File: src/core/crs_pkg.sv
// constants, state type and pin-group layout for the clock, reset and strap control block
// assumes one 125 MHz system clock; asynchronous pins are brought into that clock through the two-flip-flop synchroniser
//
// What this block does
// RQ1: output clock is input clock halved, 50% duty, toggling on input falling edges.
// RQ2: reset input aborts any bus cycle at in_circuit_test_mode and forces known pin levels.
// RQ3: reset output stays asserted for as long as reset input is asserted.
// RQ4: on reset release, align output clock phase, then fetch from 0FFFF0H.
// RQ5: edge on non-maskable interrupt input is latched and requests vector type 2.
// RQ6: wait instruction stalls until coprocessor-wait input is sampled low.
// RQ7: top address pin carries address bit 19 in T1, status in T2 and T3.
// RQ8: bus master status is low for processor cycles, high for DMA or refresh.
// RQ9: top address pin is an input during reset; low there selects test mode.
// RQ10: after powerdown exit, wait for the delay pin before resuming normal operation.
// RQ11: in test mode every output floats except the crystal drive output.
// RQ12: during reset the strap pin is weakly pulled high.
// RQ13: asynchronous reset and interrupt inputs pass two synchroniser flip-flops first.
package crs_pkg;

    localparam logic [19:0] CRS_FETCH_ADDR = 20'hFFFF0;
    localparam logic [7:0] CRS_NMI_VECTOR = 8'h02;

    // synchroniser lanes and their values after reset
    localparam int CRS_SYNC_WIDTH = 4;
    localparam int CRS_SYNC_RESET_BIT = 0;
    localparam int CRS_SYNC_NMI_BIT = 1;
    localparam int CRS_SYNC_TEST_BIT = 2;
    localparam int CRS_SYNC_PD_BIT = 3;
    localparam logic [3:0] CRS_SYNC_RESET_VAL = 4'h4;

    // one-hot bus phase input layout
    localparam int CRS_PHASE_T1 = 0;
    localparam int CRS_PHASE_T2 = 1;
    localparam int CRS_PHASE_T3 = 2;
    localparam int CRS_PHASE_T4 = 3;

    localparam logic CRS_OUTPUT_TIMING_CLOCK_RESET = 1'b0;
    localparam logic CRS_RESET_OUTPUT_RESET = 1'b1;

    typedef enum logic [4:0] {
        CRS_ST_RESET = 5'b00001,
        CRS_ST_ALIGN = 5'b00010,
        CRS_ST_RUN = 5'b00100,
        CRS_ST_PWRDN = 5'b01000,
        CRS_ST_PD_WAIT = 5'b10000
    } crs_state_t;

endpackage

File: src/core/crs_sync_if.sv
// raw and synchronised copies of the asynchronous input pins
// assumes both ends share the system clock
`timescale 1ns/10ps
interface crs_sync_if #(parameter int WIDTH = 4);
    logic [WIDTH-1:0] raw;
    logic [WIDTH-1:0] synced;
    modport src (output raw, input synced);
    modport sync (input raw, output synced);
endinterface

File: src/core/crs_top.sv
// clock divider, reset sequencing, strap capture, interrupt latch and powerdown exit
// assumes input_clock is sampled by the much faster system clock
`timescale 1ns/10ps
module crs_top
    import crs_pkg::*;
(
    input wire logic clock,
    input wire logic arst_n,
    input wire logic input_clock,
    output logic crystal_drive_output,
    output logic output_timing_clock,
    input wire logic reset_input_n,
    output logic reset_output,
    output logic bus_abort,
    output logic fetch_start,
    output logic [19:0] fetch_address,
    input wire logic nmi_input,
    input wire logic nmi_ack,
    output logic nmi_pending,
    output logic [7:0] nmi_vector,
    input wire logic test_busy_n,
    input wire logic wait_exec,
    output logic cpu_stall,
    input wire logic [3:0] bus_phase,
    input wire logic bus_addr19,
    input wire logic bus_dma_cycle,
    input wire logic bus_refresh_cycle,
    input wire logic strap_in,
    output logic strap_out,
    output logic strap_oe,
    output logic strap_pullup_en,
    output logic in_circuit_test_mode,
    output logic pins_float,
    input wire logic powerdown_req,
    input wire logic powerdown_wake,
    input wire logic powerdown_delay_pin,
    output logic pd_pullup_en,
    output logic pd_active
);

    ////////////////////////////////////////////////////////////////////////////
    crs_sync_if #(.WIDTH(CRS_SYNC_WIDTH)) sync_bus ();

    assign sync_bus.raw = {powerdown_delay_pin, test_busy_n, nmi_input, reset_input_n};

    crs_sync #(.WIDTH(CRS_SYNC_WIDTH), .RESET_VAL(CRS_SYNC_RESET_VAL)) u_sync (
        .clock(clock),
        .arst_n(arst_n),
        .port(sync_bus.sync)
    );

    wire in_reset = !sync_bus.synced[CRS_SYNC_RESET_BIT]; // see RQ13
    wire nmi_s = sync_bus.synced[CRS_SYNC_NMI_BIT];
    wire test_s = sync_bus.synced[CRS_SYNC_TEST_BIT];
    wire pd_s = sync_bus.synced[CRS_SYNC_PD_BIT];

    ////////////////////////////////////////////////////////////////////////////
    crs_state_t state_reg;
    crs_state_t state_next;
    logic icl_reg;
    logic output_timing_clock_reg;
    logic output_timing_clock_next;
    logic reset_output_reg;
    logic fetch_reg;
    logic nmi_q_reg;
    logic nmi_pend_reg;
    logic nmi_pend_next;
    logic strap_cap_reg;
    logic test_mode_reg;
    logic strap_out_reg;
    logic strap_oe_reg;
    logic xtal_reg;

    wire clk_fall = icl_reg && !input_clock;
    wire nmi_rise = nmi_s && !nmi_q_reg;
    wire leaving_reset = (state_reg == CRS_ST_RESET) && !in_reset;
    wire align_done = (state_reg == CRS_ST_ALIGN) && clk_fall && !output_timing_clock_reg;
    wire clk_frozen = (state_reg == CRS_ST_PWRDN) || (state_reg == CRS_ST_PD_WAIT);
    wire bus_drive = (state_reg == CRS_ST_RUN) && !test_mode_reg && |bus_phase[CRS_PHASE_T3:CRS_PHASE_T1];
    wire status_bit = bus_dma_cycle || bus_refresh_cycle; // see RQ8
    wire strap_next = bus_phase[CRS_PHASE_T1] ? bus_addr19 : status_bit; // see RQ7

    always_comb begin
        state_next = state_reg;
        if (in_reset) begin
            state_next = CRS_ST_RESET; // see RQ2
        end else begin
            case (state_reg)
                CRS_ST_RESET: state_next = CRS_ST_ALIGN;
                CRS_ST_ALIGN: if (align_done) state_next = CRS_ST_RUN; // see RQ4
                CRS_ST_RUN: if (powerdown_req) state_next = CRS_ST_PWRDN;
                CRS_ST_PWRDN: if (powerdown_wake) state_next = CRS_ST_PD_WAIT;
                CRS_ST_PD_WAIT: if (pd_s) state_next = CRS_ST_RUN; // see RQ10
                default: state_next = CRS_ST_RESET;
            endcase
        end
    end

    // clock held low in reset so the first fall after release sets a known phase
    assign output_timing_clock_next = (in_reset || state_reg == CRS_ST_RESET) ? CRS_OUTPUT_TIMING_CLOCK_RESET :
                         (clk_fall && !clk_frozen) ? !output_timing_clock_reg : output_timing_clock_reg; // see RQ1
    // set beats the acknowledge so an edge in the clearing cycle is kept
    assign nmi_pend_next = !in_reset && (nmi_rise || (nmi_pend_reg && !nmi_ack)); // see RQ5

    always_ff @(posedge clock or negedge arst_n) begin
        if (!arst_n) begin
            state_reg <= CRS_ST_RESET;
            icl_reg <= 1'b0;
            output_timing_clock_reg <= CRS_OUTPUT_TIMING_CLOCK_RESET;
            reset_output_reg <= CRS_RESET_OUTPUT_RESET;
            fetch_reg <= 1'b0;
            nmi_q_reg <= 1'b0;
            nmi_pend_reg <= 1'b0;
            xtal_reg <= 1'b0;
        end else begin
            state_reg <= state_next;
            icl_reg <= input_clock;
            output_timing_clock_reg <= output_timing_clock_next;
            reset_output_reg <= in_reset; // see RQ3
            fetch_reg <= align_done && !in_reset; // see RQ4
            nmi_q_reg <= nmi_s;
            nmi_pend_reg <= nmi_pend_next;
            // oscillator stops in powerdown and restarts while the delay pin charges
            xtal_reg <= (state_reg != CRS_ST_PWRDN) && !input_clock;
        end
    end

    ////////////////////////////////////////////////////////////////////////////
    // strap is sampled every reset cycle; the last sample before release counts
    always_ff @(posedge clock or negedge arst_n) begin
        if (!arst_n) begin
            strap_cap_reg <= 1'b1;
            test_mode_reg <= 1'b0;
            strap_out_reg <= 1'b0;
            strap_oe_reg <= 1'b0;
        end else begin
            if (state_reg == CRS_ST_RESET) begin
                strap_cap_reg <= strap_in; // see RQ9
            end
            if (in_reset) begin
                test_mode_reg <= 1'b0;
            end else if (leaving_reset) begin
                test_mode_reg <= !strap_cap_reg; // see RQ9
            end
            strap_out_reg <= strap_next;
            strap_oe_reg <= bus_drive && !in_reset; // see RQ11
        end
    end

    ////////////////////////////////////////////////////////////////////////////
    assign crystal_drive_output = xtal_reg;
    assign output_timing_clock = output_timing_clock_reg;
    assign reset_output = reset_output_reg;
    assign bus_abort = in_reset; // see RQ2
    assign fetch_start = fetch_reg;
    assign fetch_address = CRS_FETCH_ADDR;
    assign nmi_pending = nmi_pend_reg;
    assign nmi_vector = CRS_NMI_VECTOR;
    assign cpu_stall = wait_exec && test_s; // see RQ6
    assign strap_out = strap_out_reg;
    assign strap_oe = strap_oe_reg;
    assign strap_pullup_en = (state_reg == CRS_ST_RESET); // see RQ12
    assign in_circuit_test_mode = test_mode_reg;
    assign pins_float = test_mode_reg; // see RQ11
    assign pd_pullup_en = !in_reset;
    assign pd_active = clk_frozen;

    ////////////////////////////////////////////////////////////////////////////
    a_output_timing_clock_toggles: assert property (@(posedge clock) disable iff (!arst_n) // see RQ1
        (state_reg == CRS_ST_RUN && !in_reset && clk_fall) |=> output_timing_clock != $past(output_timing_clock))
        else $error("output clock missed an input falling edge");
    a_output_timing_clock_steady: assert property (@(posedge clock) disable iff (!arst_n) // see RQ1
        (!clk_fall && !in_reset && state_reg != CRS_ST_RESET) |=> $stable(output_timing_clock))
        else $error("output clock moved without an input falling edge");
    a_abort_reset: assert property (@(posedge clock) disable iff (!arst_n) // see RQ2
        $fell(reset_input_n) |-> ##[1:3] (bus_abort && state_next == CRS_ST_RESET))
        else $error("reset input did not abort the bus");
    a_reset_output_held: assert property (@(posedge clock) disable iff (!arst_n) // see RQ3
        in_reset ##1 in_reset |-> reset_output)
        else $error("reset output dropped while reset held");
    a_fetch_phase: assert property (@(posedge clock) disable iff (!arst_n) // see RQ4
        fetch_start |-> (output_timing_clock && fetch_address == CRS_FETCH_ADDR && $past(state_reg) == CRS_ST_ALIGN))
        else $error("fetch started without aligned clock");
    a_nmi_latched: assert property (@(posedge clock) disable iff (!arst_n) // see RQ5
        (nmi_rise && !in_reset) |=> (nmi_pending && nmi_vector == CRS_NMI_VECTOR))
        else $error("interrupt edge not latched");
    a_status_phase: assert property (@(posedge clock) disable iff (!arst_n) // see RQ8
        (bus_drive && !in_reset && bus_phase[CRS_PHASE_T2]) |=> (strap_oe && strap_out == $past(status_bit)))
        else $error("status bit wrong in T2");
    a_strap_input: assert property (@(posedge clock) disable iff (!arst_n) // see RQ9
        (state_reg == CRS_ST_RESET) |-> (!strap_oe && strap_pullup_en))
        else $error("strap pin driven or unpulled in reset");
    a_test_float: assert property (@(posedge clock) disable iff (!arst_n) // see RQ11
        (test_mode_reg && !in_reset) |=> (!strap_oe && pins_float))
        else $error("pins driven in test mode");
    a_pd_wait: assert property (@(posedge clock) disable iff (!arst_n) // see RQ10
        (state_reg == CRS_ST_PD_WAIT && !pd_s && !in_reset) |=> state_reg == CRS_ST_PD_WAIT)
        else $error("resumed before the delay pin rose");
    a_sync_delay: assert property (@(posedge clock) disable iff (!arst_n) // see RQ13
        $past(arst_n, 2) |-> sync_bus.synced == $past(sync_bus.raw, 2))
        else $error("synchroniser latency is not two cycles");
    a_addr_phase: assert property (@(posedge clock) disable iff (!arst_n) // see RQ7
        (bus_drive && !in_reset && bus_phase[CRS_PHASE_T1]) |=> (strap_oe && strap_out == $past(bus_addr19)))
        else $error("address bit wrong in T1");
    a_nmi_set_wins: assert property (@(posedge clock) disable iff (!arst_n) // see RQ5
        (nmi_rise && nmi_ack && !in_reset) |=> nmi_pending)
        else $error("acknowledge swallowed a new interrupt edge");
    // busy pin is seen two clocks late through the synchroniser
    a_stall_busy: assert property (@(posedge clock) disable iff (!arst_n) // see RQ6
        (wait_exec && $past(arst_n) && $past(arst_n, 2)) |-> cpu_stall == $past(test_busy_n, 2))
        else $error("stall does not follow the busy input");
    a_fetch_pulse: assert property (@(posedge clock) disable iff (!arst_n) // see RQ4
        fetch_start |=> !fetch_start)
        else $error("fetch start longer than one cycle");
    a_output_timing_clock_reset: assert property (@(posedge clock) disable iff (!arst_n) // see RQ4
        (state_reg == CRS_ST_RESET) |-> !output_timing_clock)
        else $error("output clock not parked low in reset");
    a_xtal_stopped: assert property (@(posedge clock) disable iff (!arst_n) // see RQ10
        ($past(state_reg) == CRS_ST_PWRDN) |-> !crystal_drive_output)
        else $error("crystal drive running in powerdown");
    // the strap level one clock before release decides the mode
    a_test_capture: assert property (@(posedge clock) disable iff (!arst_n) // see RQ9
        (leaving_reset && $past(state_reg) == CRS_ST_RESET) |=> in_circuit_test_mode == !$past(strap_in, 2))
        else $error("test mode does not follow the strap");

endmodule

File: src/core/crs_sync.sv
// two-flip-flop synchroniser, one lane per bit of the carrier
// assumes the carrier raw lanes are driven by the top module
`timescale 1ns/10ps
module crs_sync
    import crs_pkg::*;
#(
    parameter int WIDTH = 4,
    parameter logic [WIDTH-1:0] RESET_VAL = '0
) (
    input wire logic clock,
    input wire logic arst_n,
    crs_sync_if.sync port
);
    genvar i;
    generate
        for (i = 0; i < WIDTH; i++) begin : g_lane
            logic stage1_reg;
            logic stage2_reg;
            // stage1 feeds only stage2 to keep metastability away from logic
            always_ff @(posedge clock or negedge arst_n) begin
                if (!arst_n) begin
                    stage1_reg <= RESET_VAL[i];
                    stage2_reg <= RESET_VAL[i];
                end else begin
                    stage1_reg <= port.raw[i]; // see RQ13
                    stage2_reg <= stage1_reg;
                end
            end
            assign port.synced[i] = stage2_reg;
        end
    endgenerate
endmodule

File: config.mk
export PLATFORM = sky130hd
export DESIGN_NAME = crs_top
export DESIGN_NICKNAME = d
export VERILOG_FILES = /design/src/core/crs_pkg.sv /design/src/core/crs_sync_if.sv /design/src/core/crs_top.sv /design/src/core/crs_sync.sv
export SDC_FILE = /design/constraint.sdc
export NUM_CORES = 1
export LEC_CHECK = 0
export ABC_AREA = 1
export BUFFER_PORTS_ARGS = -buffer_cell sky130_fd_sc_hd__buf_2
export CORE_MARGIN = 10
export CORE_UTILIZATION = 30
export DETAILED_ROUTE_END_ITERATION = 10
export PLACE_DENSITY = 0.57
export SYNTH_ARGS = -nofsm -noshare
export SYNTH_HDL_FRONTEND = slang
export SYNTH_SLANG_ARGS = --single-unit
File: constraint.sdc
create_clock -name clock -period 2.4 [get_ports clock]
set_input_delay 0.12 -clock clock [delete_from_list [all_inputs] [get_ports clock]]
set_output_delay 0.12 -clock clock [all_outputs]
set_load 0.02 [all_outputs]
==> impl_metrics.py, run 1 <==
metrics = {
    "global_routing": {
        "gr-usage-all-layers_pct": 6.77,
        "antenna_found_initial": 0,
        "grt_pass1_vias": 914,
        "grt_max_degree": 25,
        "overflow": 0,
        "grt_pass1_wl_mm": 4.06,
    },
    "sta": {
        "rsz0062_at_grt": "false",
        "drv_slew": 0,
        "layout_setup_ws_ns": 0.922,
        "finalHoldViolCount": 0,
        "max_freq_mhz": 677,
        "period_minus_slack_ns": 1.48,
        "maxSlewHeadroom_pct": 64.2,
        "setup-tns-final_ns": 0,
        "finalSetupViolCount": 0,
        "final_min_period_over_clock_period_pct": 61.6,
        "worstMarginPinSlew_ns": 0.538,
        "fin_skew_ns": 0.00311,
    },
    "logic_synthesis": {
        "ys_ff_latch": 24,
        "yosysTopAreaCellShare_pct": 39.3,
        "netlist_area_um2": 1210,
        "synth_area_leaders": "dfrtp_1 (39%), buf_4 (19%), dfstp_2 (11%), nand2_1 (5.3%), inv_1 (4.3%)",
        "yosysTopAreaCell": "dfrtp_1",
        "syn_inst": 128,
        "synth.distinct_cells": 25,
        "seq_area_frac_synth_pct": 50.2,
        "avgSynthCellArea_um2": 9.44,
        "synth_warnings": 0,
    },
    "placed_design": {
        "dp_hpwl_mm": 1.93,
        "gp_congestion": 0.766,
        "port_buffers": 31,
        "post-place-cells": 205,
        "preCtsSetupSlack_ns": 1.17,
    },
    "finish": {
        "instances_no_fill": 215,
        "n_antenna_cell": 0,
        "drive_gt1_share_pct": 33.3,
        "largest_reg_flops": 5,
        "synthToLayoutAreaGrowth_pct": 17.0,
        "nets": 185,
        "fin_util_pct": 35.9,
        "fillCellCount": 413,
    },
    "critical_path": {
        "cp_slowest_stage_delay_ns": 0.43,
        "critical_path.cell_chain": "nor2_4 > nand4_2 > inv_2 > buf_2",
        "path_max_fanout": 5,
        "cp-end-kind": "output pin",
        "cp.arrival_ns": 1.36,
        "crit_slowest_cell": "dfrtp_1",
        "startpoint_type": "flip-flop",
        "crit_type": "flip-flop to output pin",
        "required_ns": 2.28,
        "regToRegSetupSlack_ns": 1.17,
    },
    "run": {
        "maxCapViolCount": 0,
    },
    "clocking": {
        "cts.clk_slew.worst_paths_ns": 0.08,
        "ctsResizeCount": 0,
        "clock_latency_ns": 0.26,
        "cts_buffers": 3,
        "cts_num_sinks": 24,
        "cts_tree": "built",
        "root_buffer": "clkbuf_8",
        "cts.path.max_buffers": 2,
        "cts.htree.levels": 1,
    },
    "die": {
        "start_util_pct": 30.7,
        "die_x_um": 83.5,
        "ios": 61,
        "rows": 23,
        "die-area_um2": 6970,
        "core_um2": 3940,
        "die_h_um": 83.5,
    },
    "hold_path": {
        "hp-class": "input pin to flip-flop",
    },
    "routing": {
        "drtIter0Drc": 26,
        "wl_mm": 2.44,
        "drtPass1Iterations": 4,
        "drtAntennaViolNets": 0,
        "wl_per_cell_um": 11.4,
        "via_per_inst": 3.83,
        "drc": 0,
        "vias": 823,
    },
    "power": {
        "leakagePower_nw": 0.772,
        "ir_worst_vdd_mv": 0.350,
        "p_per_area_nw_per_um2": 680,
    },
    "outcome": {
        "outcome": "completed",
    },
}
-- worst paths after layout --
| check | cells past startpoint | startpoint | endpoint |
|---|---|---|---|
| max | 4 | state_reg[3] | strap_pullup_en |
| min | 3 | strap_in | strap_cap_reg |
| min in group asynchronous | 2 | arst_n | icl_reg |
| max in group asynchronous | 2 | arst_n | strap_cap_reg |
| max reg2reg | 6 | state_reg[3] | in_circuit_test_mode |
| min reg2reg | 0 | u_sync.g_lane[1].stage1_reg | u_sync.g_lane[1].stage2_reg |
-- cells in the mapped netlist, drive strengths merged --
master  number
dfrtp       19
conb         2
o22ai        1
o31ai        1
a21oi        1
nor2        12
or2          2
nor4         1
nand4        4
nand2       17
buf         30
nand3b       1
dfstp        5
nor3         2
nand3        8
clkinv       1
inv         17
o21ai        4
-- per-stage QoR --
stage | instance area (µm²) | total power, mW | hold WS [ns]
final | 1410 | 0.962 | 0.0408
after global routing | 1410 | 1.01 | 0.0458
after CTS | 1410 | 0.978 | 0.0300
after detailed placement | 1300 | 0.695 | 0.128
after global placement | 1300 | 0.694 | 0.134
after floorplan | 1310 | 0.671 | -0.176
-- what timing repair did --
action                    CTS  global route
setup buffers               0             0
hold buffers                6             0
hold endpoints to repair   24             0
-- area by class of cell --
cell class	instances	area, µm²	area share, %
multi-input combinational	82	407	28.8
clock buffer	4	55.1	3.89
sequential	24	607	42.9
timing repair buffer	37	215	15.2
tap	50	62.6	4.42
inverter	18	67.6	4.78
-- where the power goes --
part	internal (mW)	leakage, nW	switching (mW)
clock network	0.146	0.0288	0.122
registers	0.449	0.292	0.0261
logic	0.0644	0.451	0.155
-- critical path: cells and delay by family, from the launching register on --
kind | cells | cell delay [ns]
flops | 1 | 0.43
simple gates | 2 | 0.38
buf+inv | 2 | 0.29
-- routing by layer --
metal	track usage (%)	up-vias	part of all wire, %
li1	-	417	-
met1	7.13	367	42
met2	11.2	37	46
met3	4.30	2	12
met4	1.37	0	0.16
met5	0	-	0
-- cells by family after synthesis --
logic type | Yosys count | synth area share (%)
buf+inv | 48 | 24.2
simple gates | 47 | 21.4
compound gates | 7 | 3.52
other cells | 2 | 0.621
flops | 24 | 50.2
-- cell usage in the layout (no fill, tap or decap), drive strengths merged --
cell type    netlist  final
conb               2     28
nor2              12     12
nand3b             1      1
o22ai              1      1
dfrtp             19     19
nand4              4      4
o21ai              4      4
inv               17     17
o31ai              1      1
nor4               1      1
clkinv             1      1
nor3               2      2
nand2             17     17
buf               30     31
a21oi              1      1
dfstp              5      5
nand3              8      8
or2                2      2
dlygate4sd3        0      6
clkbuf             0      4
Note: power is estimated with default switching activity, not from simulation.
==> run 2: changes to the inputs <==
--- a/config.mk
+++ b/config.mk
@@ -10,7 +10,7 @@
 export CORE_MARGIN = 10
 export CORE_UTILIZATION = 30
 export DETAILED_ROUTE_END_ITERATION = 10
-export PLACE_DENSITY = 0.57
+export PLACE_DENSITY = 0.59
 export SYNTH_ARGS = -nofsm -noshare
 export SYNTH_HDL_FRONTEND = slang
 export SYNTH_SLANG_ARGS = --single-unit
==> constraint.sdc (replaced) <==
create_clock -name clock -period 1.35 [get_ports clock]
set_input_delay 0.0675 -clock clock [delete_from_list [all_inputs] [get_ports clock]]
set_output_delay 0.0675 -clock clock [all_outputs]
set_load 0.02 [all_outputs]
==> run 2 against run 1 <==
Non-clock buffer count up 8. Worst setup slack worse by 0.88 ns. Critical endpoint is now pd_active. Critical path depth unchanged. Register-to-register slack worse by 1.1 ns. Largest cell class unchanged.
==> impl_metrics.py, run 2 (synthesis results as in run 1) <==
metrics = {
    "outcome": {
        "outcome": "completed",
    },
    "sta": {
        "finalHoldViolCount": 0,
        "drv_slew": 0,
        "layout_setup_ws_ns": 0.0376,
        "finalSetupViolCount": 0,
        "max_freq_mhz": 762,
        "final_min_period_over_clock_period_pct": 97.2,
        "fin_skew_ns": 0.00357,
        "worstMarginPinSlew_ns": 0.532,
        "period_minus_slack_ns": 1.31,
        "maxSlewHeadroom_pct": 64.6,
        "rsz0062_at_grt": "true",
    },
    "finish": {
        "nets": 194,
        "mostFrequentLayoutCell": "buf_2",
        "synthToLayoutAreaGrowth_pct": 24.9,
        "final_cell_mix": "buf_2 (29), conb_1 (28), dfrtp_1 (18), nand2_1 (16), inv_1 (13)",
        "largest_reg_flops": 5,
        "drive_gt1_share_pct": 37.9,
        "design_area_um2": 1510,
        "fillCellCount": 396,
        "n_antenna_cell": 0,
    },
    "power": {
        "intPower_mw": 1.25,
        "p_per_area_nw_per_um2": 1200,
        "p_seq_share_pct": 46.8,
        "p_sw_mw": 0.563,
        "swShare_pct": 31.1,
        "leakagePower_nw": 0.804,
        "ir_worst_vdd_mv": 0.652,
        "p_comb_share_pct": 26.9,
        "clkPwrFrac_pct": 26.3,
    },
    "critical_path": {
        "startpoint_type": "flip-flop",
        "cp.arrival_ns": 1.24,
        "cp-end-kind": "output pin",
        "r2r-end": "output_timing_clock",
        "regToRegSetupSlack_ns": 0.08,
        "crit_slowest_cell": "dfstp_2",
        "cp_slowest_stage_delay_ns": 0.59,
        "path_max_fanout": 6,
        "critical_path.cell_chain": "nor2_4 > nand3_2 > nand2_2 > buf_6",
        "timing.rr.start": "state_reg[0]",
        "rr_worst_depth": 7,
        "required_ns": 1.28,
        "crit_type": "flip-flop to output pin",
    },
    "global_routing": {
        "grt_pass1_wl_mm": 4.08,
        "gr-usage-all-layers_pct": 6.79,
        "antenna_found_initial": 0,
        "overflow": 0,
        "grt_pass1_vias": 909,
        "grt_max_degree": 25,
    },
    "routing": {
        "drtIter0Drc": 20,
        "drtAntennaViolNets": 0,
        "vias": 878,
        "drtPass1Iterations": 4,
        "wl_mm": 2.66,
        "drc": 0,
        "wl_per_cell_um": 11.9,
        "via_per_inst": 3.92,
    },
    "clocking": {
        "cts_buffers": 3,
        "cts.clk_slew.worst_paths_ns": 0.08,
        "root_buffer": "clkbuf_8",
        "cts.path.max_buffers": 2,
        "cts.htree.levels": 1,
        "cts_tree": "built",
        "clock_latency_ns": 0.26,
        "cts_num_sinks": 24,
    },
    "placed_design": {
        "preCtsSetupSlack_ns": 0.140,
        "port_buffers": 31,
        "dp_hpwl_mm": 1.97,
        "gp_congestion": 0.818,
        "dpl-instance-area_um2": 1300,
    },
    "hold_path": {
        "hold_end": "strap_out",
        "min_from": "bus_addr19",
        "hp-class": "input pin to flip-flop",
        "worstHoldPathCells": 3,
    },
    "die": {
        "ios": 61,
        "start_util_pct": 30.7,
        "core_um2": 3940,
        "die_x_um": 83.5,
        "die-area_um2": 6970,
        "rows": 23,
        "die_h_um": 83.5,
    },
    "run": {
        "maxCapViolCount": 0,
    },
}
run 2: cell types whose count changed in the layout (fill, tap and decap cells not counted), sizes merged:
cell and delta:
buf +7, clkinvlp +2, dlygate4sd3 +1, inv -1
run 2: layer usage:
metal / vias up / share of wire, % / track usage [%]
met2: 30 / 52 / 12.1
met5: - / 0 / 0
met4: 0 / 0.83 / 2.28
met3: 2 / 6.6 / 2.64
met1: 416 / 40 / 7.06
li1: 430 / - / -
run 2: worst max path at each step:
stage                       from              endpoint  slack [ns]  cells past startpoint
floorplan           state_reg[3]  in_circuit_test_mode        0.20                      6
global placement    state_reg[3]  in_circuit_test_mode        0.14                      6
detailed placement  state_reg[3]  in_circuit_test_mode        0.14                      6
CTS                 state_reg[2]             pd_active       0.004                      4
global route        state_reg[3]             pd_active       -0.03                      4
finish              state_reg[0]             pd_active        0.04                      4
run 2: area by class of cell:
class                   instances  area (µm²)  area share, %
clock buffers                   4        55.1           3.65
inverters                      18        71.3           4.72
multi-input cells              82         418           27.7
flip-flops and latches         24         608           40.3
well taps                      50        62.6           4.14
repair buffers                 45         290           19.2
repair inverters                1        5.00          0.331
run 2: worst max-delay path: cells and delay by family, from the launching register on:
kind	cells	cell delay [ns]
DFF	1	0.59
and+or+nand+nor	3	0.25
buffers and inverters	1	0.13
run 2: repair_timing:
| item | 4_1_cts | 5_1_grt |
|---|---|---|
| gates resized for setup | 2 | 6 |
| cloned | 0 | 1 |
| setup buffers | 1 | 6 |
| pin swaps | 2 | 5 |
| endpoints found under the setup margin | 2 | 3 |
| hold endpoints to repair | 26 | 0 |
| hold buffers | 7 | 0 |
run 2: metrics by stage:
stage	cells	setup TNS, ns	util [%]	hold slack, ns	total power, mW
3_5_place_dp	205	0	32.9	0.0793	1.23
4_1_cts	217	0	36.6	0.00950	1.75
5_1_grt	224	-0.0634	38.3	0.00484	1.91
3_3_place_gp	205	0	32.9	0.0766	1.23
6_report	224	0	38.3	0.0148	1.81
2_1_floorplan	154	0	-	-0.228	1.19
run 2: power groups by stage:
| stage | combinational (mW) | sequential [mW] | clock [mW] |
|---|---|---|---|
| after floorplan | 0.314 | 0.878 | 0 |
| after global placement | 0.373 | 0.855 | 0 |
| after detailed placement | 0.376 | 0.857 | 0 |
| after CTS | 0.414 | 0.846 | 0.494 |
| after global routing | 0.532 | 0.856 | 0.522 |
| final | 0.487 | 0.848 | 0.475 |
